`src/shared/dpa_pkg.sv`:
```
// Purpose: Constants and types for the shared RAM arbiter
// Assumes: 20-bit local address, 16-bit RAM words
// Notes:   Address limits are inclusive upper bounds
`default_nettype none
package dpa_pkg;
    localparam int unsigned     DPA_ADDR_W      = 20;
    localparam int unsigned     DPA_DATA_W      = 16;
    localparam logic [19:0]     DPA_BASE_TOP    = 20'h7FFFF;
    localparam logic [19:0]     DPA_EXP_TOP     = 20'h9FFFF;
    localparam logic [19:0]     DPA_BASE_START  = 20'h00000;
    typedef enum logic [1:0] {
        DPA_IDLE,
        DPA_LOCAL,
        DPA_REMOTE
    } dpa_state_t;
endpackage
`default_nettype wire

```
`src/verilog/dpa_lane_swap.sv`:
```
// Purpose: Byte lane steering between system bus and 16-bit RAM word
// Assumes: Byte-wide masters use the low data lane only
// Notes:   Pure combinational; read data registered by the caller
`default_nettype none
module dpa_lane_swap
    import dpa_pkg::*;
(
    input  wire logic [15:0]    i_bus_wdata,
    input  wire logic           i_byte_xfer,
    input  wire logic           i_addr_odd,
    input  wire logic [15:0]    i_ram_rdata,
    output logic      [15:0]    o_ram_wdata,
    output logic      [1:0]     o_ram_be,
    output logic      [15:0]    o_bus_rdata
);
    always_comb begin
        if (!i_byte_xfer) begin
            o_ram_wdata = i_bus_wdata;
            o_ram_be    = 2'h3;
            o_bus_rdata = i_ram_rdata;
        end else if (i_addr_odd) begin
            // Odd byte moves from low lane to high lane
            o_ram_wdata = {i_bus_wdata[7:0], i_bus_wdata[7:0]};
            o_ram_be    = 2'h2;
            o_bus_rdata = {i_ram_rdata[15:8], i_ram_rdata[15:8]};
        end else begin
            o_ram_wdata = {i_bus_wdata[7:0], i_bus_wdata[7:0]};
            o_ram_be    = 2'h1;
            o_bus_rdata = {i_ram_rdata[7:0], i_ram_rdata[7:0]};
        end
    end
endmodule
`default_nettype wire

```
`src/verilog/dpa_arbiter.sv`:
```
// Purpose: Shared RAM ownership arbiter, local processor vs system bus
// Assumes: All inputs synchronous except system bus control pins, synchronised here
// Notes:   Neither side owns the RAM while both sides are idle
//
// Functional notes
// - Idle leaves the RAM owned by neither side.
// - Remote request waits until local ownership ends.
// - Remote completion returns ownership to idle.
// - System bus transfers full words or single bytes.
// - Byte lanes steered for 8/16-bit masters.
// - Overlay inhibit suppresses RAM response.
// - Local lock holds ownership, refuses remote.
// - Remote lock holds ownership, blocks local.
// - Base decode maps zero to 7FFFFH.
// - Expansion decode maps zero to 9FFFFH.
// - Local request plus command grants locally if idle and remote is not requesting.
// - Remote match plus command enters slave mode if idle and not inhibited.
`default_nettype none
module dpa_arbiter
    import dpa_pkg::*;
(
    input  wire logic                   i_sys_clk,
    input  wire logic                   i_rst_b,
    input  wire logic [DPA_ADDR_W-1:0]  i_loc_addr,
    input  wire logic                   i_loc_mem_cmd,
    input  wire logic                   i_loc_lock,
    input  wire logic                   i_exp_fitted,
    input  wire logic                   i_remote_address_match_request,
    input  wire logic                   i_remote_cmd,
    input  wire logic                   i_remote_lock,
    input  wire logic                   i_overlay_inhibit_n,
    input  wire logic                   i_remote_byte,
    input  wire logic                   i_remote_odd,
    input  wire logic [DPA_DATA_W-1:0]  i_remote_wdata,
    input  wire logic [DPA_DATA_W-1:0]  i_ram_rdata,
    output logic                        o_loc_ram_hit,
    output logic                        o_shared_ram_grant_n,
    output logic                        o_local_command_gate_n,
    output logic                        o_slave_command_gate_n,
    output logic [DPA_DATA_W-1:0]       o_ram_wdata,
    output logic [1:0]                  o_ram_be,
    output logic [DPA_DATA_W-1:0]       o_remote_rdata
);
    logic [3:0]                 sync1_r;
    logic [3:0]                 sync2_r;
    logic [3:0]                 sync1_nxt;
    logic [3:0]                 sync2_nxt;
    dpa_state_t                 state_r;
    dpa_state_t                 state_nxt;
    logic [DPA_DATA_W-1:0]      rdata_r;
    logic [DPA_DATA_W-1:0]      rdata_nxt;
    logic [DPA_DATA_W-1:0]      swap_rdata;
    logic                       rem_req;
    logic                       rem_lock;
    logic                       loc_req;

    // Remote pins: match, cmd, lock, inhibit through two flops
    always_comb begin
        sync1_nxt = {i_remote_address_match_request, i_remote_cmd,
                     i_remote_lock, ~i_overlay_inhibit_n};
        sync2_nxt = sync1_r;
    end

    always_ff @(posedge i_sys_clk) begin
        if (!i_rst_b) begin
            sync1_r <= 4'h0;
            sync2_r <= 4'h0;
        end else begin
            sync1_r <= sync1_nxt;
            sync2_r <= sync2_nxt;
        end
    end

    // Address decode for local side
    always_comb begin
        if (i_exp_fitted) begin
            o_loc_ram_hit = (i_loc_addr >= DPA_BASE_START)
                            && (i_loc_addr <= DPA_EXP_TOP);
        end else begin
            o_loc_ram_hit = (i_loc_addr >= DPA_BASE_START)
                            && (i_loc_addr <= DPA_BASE_TOP);
        end
    end

    assign loc_req  = o_loc_ram_hit && i_loc_mem_cmd;
    // Inhibit masks remote requests entirely
    assign rem_req  = sync2_r[3] && sync2_r[2] && !sync2_r[0];
    assign rem_lock = sync2_r[1];

    always_comb begin
        state_nxt = state_r;
        case (state_r)
            DPA_IDLE: begin
                if (rem_req) begin
                    state_nxt = DPA_REMOTE;
                end else if (loc_req) begin
                    state_nxt = DPA_LOCAL;
                end
            end
            DPA_LOCAL: begin
                if (!loc_req && !i_loc_lock) begin
                    state_nxt = DPA_IDLE;
                end
            end
            DPA_REMOTE: begin
                if (!rem_req && !rem_lock) begin
                    state_nxt = DPA_IDLE;
                end
            end
            default: begin
                state_nxt = DPA_IDLE;
            end
        endcase
    end

    always_ff @(posedge i_sys_clk) begin
        if (!i_rst_b) begin
            state_r <= DPA_IDLE;
        end else begin
            state_r <= state_nxt;
        end
    end

    // Grants are exclusive by state
    always_comb begin
        o_shared_ram_grant_n   = (state_r == DPA_IDLE);
        o_local_command_gate_n = (state_r != DPA_LOCAL);
        o_slave_command_gate_n = (state_r != DPA_REMOTE);
    end

    dpa_lane_swap u_swap (
        .i_bus_wdata    (i_remote_wdata),
        .i_byte_xfer    (i_remote_byte),
        .i_addr_odd     (i_remote_odd),
        .i_ram_rdata    (i_ram_rdata),
        .o_ram_wdata    (o_ram_wdata),
        .o_ram_be       (o_ram_be),
        .o_bus_rdata    (swap_rdata)
    );

    // Remote read word captured while slave owns RAM
    always_comb begin
        rdata_nxt = rdata_r;
        if (state_r == DPA_REMOTE) begin
            rdata_nxt = swap_rdata;
        end
    end

    always_ff @(posedge i_sys_clk) begin
        if (!i_rst_b) begin
            rdata_r <= 16'h0000;
        end else begin
            rdata_r <= rdata_nxt;
        end
    end

    assign o_remote_rdata = rdata_r;
endmodule
`default_nettype wire

```
`config.mk`:
```
export PLATFORM = sky130hd
export DESIGN_NAME = dpa_arbiter
export DESIGN_NICKNAME = d
export VERILOG_FILES = /design/src/shared/dpa_pkg.sv /design/src/verilog/dpa_lane_swap.sv /design/src/verilog/dpa_arbiter.sv
export SDC_FILE = /design/constraint.sdc
export NUM_CORES = 1
export LEC_CHECK = 0
export ABC_AREA = 0
export ABC_CLOCK_PERIOD_IN_PS = 2500
export BUFFER_PORTS_ARGS = -buffer_cell sky130_fd_sc_hd__buf_2
export CORE_MARGIN = 2
export CORE_UTILIZATION = 35
export DETAILED_ROUTE_END_ITERATION = 7
export GPL_TIMING_DRIVEN = 0
export PLACE_DENSITY = 0.8
export SYNTH_ARGS = -nofsm -noshare
export SYNTH_HDL_FRONTEND = slang
export SYNTH_SLANG_ARGS = --single-unit
export TNS_END_PERCENT = 20
```
`constraint.sdc`:
```
create_clock -name i_sys_clk -period 2.5 [get_ports i_sys_clk]
set_input_delay 0 -clock i_sys_clk [delete_from_list [all_inputs] [get_ports i_sys_clk]]
set_output_delay 0 -clock i_sys_clk [all_outputs]
set_load 0.05 [all_outputs]
```
Yosys cells after proc, flatten, opt, wreduce, memory -nomap -nowiden:

Index checks and enable logic that the tools add are counted.

* order comparisons: 3
* muxes and demuxes: 11
* equality and inequality tests: 7
* bitwise operators: 1
* reductions and logical operators: 14

Operator list (count)
* 16-bit 2-to-1 mux: 3
* 20-bit by 1-bit >= comparator with 1-bit output, second input constant: 1
* 20-bit by 19-bit <= comparator with 1-bit output, second input constant: 1
* 20-bit <= comparator, second input constant: 1
* 2-bit 2-to-1 mux: 6
* 1-bit logical AND: 7
* 2-bit inequality test, second input constant: 3
* 2-bit case mux with 3 select lines: 1
* 1-bit logical NOT: 5
* 3-bit by 1-bit inequality test with 1-bit output, second input constant: 1
* 3-bit AND reduction: 1
* 2-bit by 1-bit equality test with 1-bit output, second input constant: 1
* 2-bit equality test, second input constant: 1
* 2-bit logical NOT: 1
* 2-bit by 1-bit inequality test with 1-bit output, second input constant: 1
* 1-bit 2-to-1 mux: 1
* 1-bit inverter: 1

* bits of input ports: 63
* word-level logic and storage cells: 40
* output and inout port bits: 38
* bits in registers: 26

Depth between registers and ports, before layout:

* depth after elaboration: 8
* mapped depth: 5

By module:

Synthesis repeated with hierarchy kept, for this count alone.

* cells, all modules: 141
* area, all modules: 1392.6 um2

By module, submodules not included
* dpa_arbiter: cells an instance 105, area an instance 989.7 um2, times used 1
* dpa_lane_swap: cells an instance 36, area an instance 402.9 um2, times used 1

Worst setup path after synthesis:

OpenSTA, ideal clock, no wires.

* path type: flip-flop to output port
* start point: register state_r[0]
* end point: output o_shared_ram_grant_n
* path buffers: 0
* setup slack: 1480 ps
* data arrival time: 1020 ps
* stages on the path, launching flop included: 2
* data required time: 2500 ps
* cells stage by stage: dfxtp_1 nor2_1

* cells in the longest elaborated chain, start to end: 1

Ends and longest elaborated chain
* start: declaration: RTL line dpa_arbiter.sv:48 `dpa_state_t state_r;`
* start signal: assignment: RTL line dpa_arbiter.sv:120 `state_r <= state_nxt;`
* 2-bit logical NOT: RTL line dpa_arbiter.sv:126 `o_shared_ram_grant_n = (state_r == DPA_IDLE);`
* end: declaration: RTL line dpa_arbiter.sv:37 `output logic o_shared_ram_grant_n,`

Every way passes these cells.

Final worst setup path:

* start point: input i_exp_fitted
* end point: register state_r[0]

* cells in the longest elaborated chain, start to end: 6
* elaborated cells on any way between the ends: 7
* classes of those cells: 2 x eq/ne; 1 x mux; 4 x reduce/logical

Ends and longest elaborated chain
* start: declaration: RTL line dpa_arbiter.sv:27 `input wire logic i_exp_fitted,`
* 1-bit 2-to-1 mux *: RTL line dpa_arbiter.sv:76 `if (i_exp_fitted) begin`
* 1-bit logical AND *: RTL line dpa_arbiter.sv:85 `assign loc_req = o_loc_ram_hit && i_loc_mem_cmd;`
* 1-bit logical NOT: RTL line dpa_arbiter.sv:101 `if (!loc_req && !i_loc_lock) begin`
* 1-bit logical AND: RTL line dpa_arbiter.sv:101
* 2-bit inequality test (no source line)
* 3-bit AND reduction (no source line) *

Mark *: on every way between the ends. The rest lies on a longest branch, timed or not.
A chain may end at the register's enable or synchronous reset.

==> results.md <==
* Status: finished, final reports clean
* Max Clock Skew at 0.00261 ns
* Starting Density at 0.369
* Register area share after synthesis at 0.416
* EDFF count, synth at 0
* Dpl cell area at 1720 um^2
* Slew headroom at 0.803
* # setup viols final at 0
* Peak VDD IR at 0.211 mV
* R2R cell count at 4
* Hold Path Stages at 4
* # clock sinks at 26
* CP startpoint kind: primary input
* Vias in the first global route at 1,364
* Critical Path AT at 1.96 ns
* Antenna cells at 0
* Chip Width at 63.8 um
* Site row count at 21
* Worst r2r dst: state_r[0]$_SDFFE_PN0P_
* CTS clock-pin slew for the worst setup and hold paths at 0.14 ns
* 1st-pass router iterations at 4
* Ports at 101
* Total grt overflow at 0
* Final min period at 1.68 ns
* Pin count of the biggest net entering global routing at 16
* Post-route cell area at 2100 um^2
* RSZ-0062 raised after global routing: no
* Synthesis Warnings at 0
* Num CTS Buffers at 3
* Type of the worst min-delay path: in -> reg
* Kind of end point of the critical path: register
* Post-synth top area cell: dfxtp_1
* Slew Limit Fails at 0
* Clk buf depth at 2
* Setup Crit Path Kind: in -> reg
* GR Util All Layers at 0.183
* CTS tree: yes
* DPL Wire Length at 2500 um
* Worst r2r src: state_r[0]$_SDFFE_PN0P_
* Layout cells sized above 1 at 0.453
* Antenna violations before repair at 0
* Seq cells post-synth at 26
* Syn avg cell area at 9.93 um^2
* Capture point of the critical path: state_r[0]$_SDFFE_PN0P_
* Asr flop ratio synth at 0
* GPL Wtd Cong at 0.743
* Req. time, crit path at 2.78 ns
* Core area at 3390 um^2
* Tightest Pin Transition at 0.295 ns
* Max-cap violations at 0
* Synth Cell Area at 1250 um^2
* Port bufs at 82
* Reg-to-reg slack, setup at 1.03 ns
* FMAX at 596 MHz
* Synth Net Count at 189
* Via count at 1,329
* Antenna-violating nets left at 0
* Worst-Skew Late Latency at 0.32 ns
* H-tree depth at 1
* First-pass GRT wire length at 5950 um
* Die area at 4070 um^2
* PostCTS Resize Cnt at 0
* Setup TNS at 0 ns
* Final Hold Fails at 0
* Leak pwr at 1.07 nW
* Crit path launch: i_exp_fitted
* Main synth FF type: dfxtp_1
* Yosys top cell area share at 0.416
* PD cells at 468 nW/um^2
* DR iter-0 viols at 58
* Clk Tree Root Cell: clkbuf_4
* Synth top area cells: dfxtp_1, mux2i_1, a21oi_1, buf_4, mux2_1
* Setup Fix Bufs, Post-CTS at 0
* Syn Inst Count at 126
* Area Overhead vs Synth at 68.0%
* Residual DRC count at 0
* Tcrit/Tclk final at 0.671
* Die H at 63.8 um
* DR WL/cell at 12.4 um
* Unique masters post-synth at 28
* Vias per cell at 4.57
* Max FO, Critical Path at 2
* Routed WL at 3610 um
* Nets at 309
-- power breakdown --
part           switching, mW  internal [mW]
clock                  0.127          0.162
combinational          0.149          0.119
sequential           0.00468          0.423
-- final cells by class --
type	instances	area (um^2)
fillers	289	1290
repair buffers	115	741
multi-input cells	83	599
flip-flops and latches	26	520
plain buffers	15	124
well taps	46	57.6
clock inverters	1	30.0
clock buffers	3	22.5
inverters	2	7.51
-- worst min path at each step --
stage                             start                             end  slack [ns]
floorplan           i_overlay_inhibit_n           sync1_r[0]$_SDFF_PN0_        0.07
global placement    i_overlay_inhibit_n           sync1_r[0]$_SDFF_PN0_        0.16
detailed placement  i_overlay_inhibit_n           sync1_r[0]$_SDFF_PN0_        0.16
CTS                        i_remote_odd  o_remote_rdata[6]$_SDFFE_PN0N_        0.18
global route               i_remote_odd  o_remote_rdata[6]$_SDFFE_PN0N_        0.19
finish                     i_remote_odd  o_remote_rdata[6]$_SDFFE_PN0N_        0.19
-- cells by family (layout without fill, tap and decap cells) --
logic type / Yosys count / count (layout) / share of synthesized area
and+or+nand+nor: 22 / 22 / 0.116
muxes: 24 / 24 / 0.200
AOI/OAI and AO/OA: 37 / 37 / 0.163
buffers and inverters: 17 / 136 / 0.105
DFF: 26 / 26 / 0.416
-- synth_stat cells, types with 3 or more instances --
cell / n
mux2_1: 6
buf_4: 9
o21ai_1: 13
nand2_1: 3
o21ai_0: 4
a21oi_2: 4
dfxtp_1: 26
mux2i_1: 16
a21oi_1: 14
and2_1: 7
buf_6: 4
-- through the flow --
step                setup slack (ns)  total power [mW]  std cells  hold slack, ns   util
finish                         0.823             0.985        291           0.186  0.620
global route                   0.782              1.03        291           0.191  0.620
CTS                            0.857             0.989        291           0.184  0.620
detailed placement              1.40             0.660        254           0.159  0.507
global placement                1.39             0.656        254           0.156  0.507
floorplan                       1.48             0.588        126          0.0716      -
-- registers in the layout (all words and copies together), names as in the netlist --
register	cells
o_remote_rdata	16
sync1_r	4
sync2_r	4
state_r	2
-- worst max-delay path, cell delays in order --
cell and delay, ns:
dlygate4sd3_1 0.52, buf_2 0.10, nand3_1 0.06, dlygate4sd3_1 0.57, a31oi_1 0.15, dlygate4sd3_1 0.55
-- metal layers --
layer,wire length (um),up-vias,track usage
li1,-,672,-
met1,1530,625,0.210
met2,1980,28,0.354
met3,69,4,0.00704
met4,34,0,0.0652
met5,0,-,0
-- cells in the final DEF (no fill, tap or decap), types with 2 or more instances in the layout --
master and instances:
a21oi_1 14, a21oi_2 4, and2_1 7, buf_2 82, buf_4 9, buf_6 4, clkbuf_4 4, dfxtp_1 26
dlygate4sd3_1 33, mux2_1 6, mux2_2 2, mux2i_1 16, nand2_1 3, nand2b_1 2, nor2_1 2, o21ai_0 4
o21ai_1 13
-- what timing repair did --
action                                  CTS  global route
endpoints found under the setup margin    0             0
hold buffers                             33             0
hold endpoints to repair                 22             0
Power figures use the tool's default switching activity.
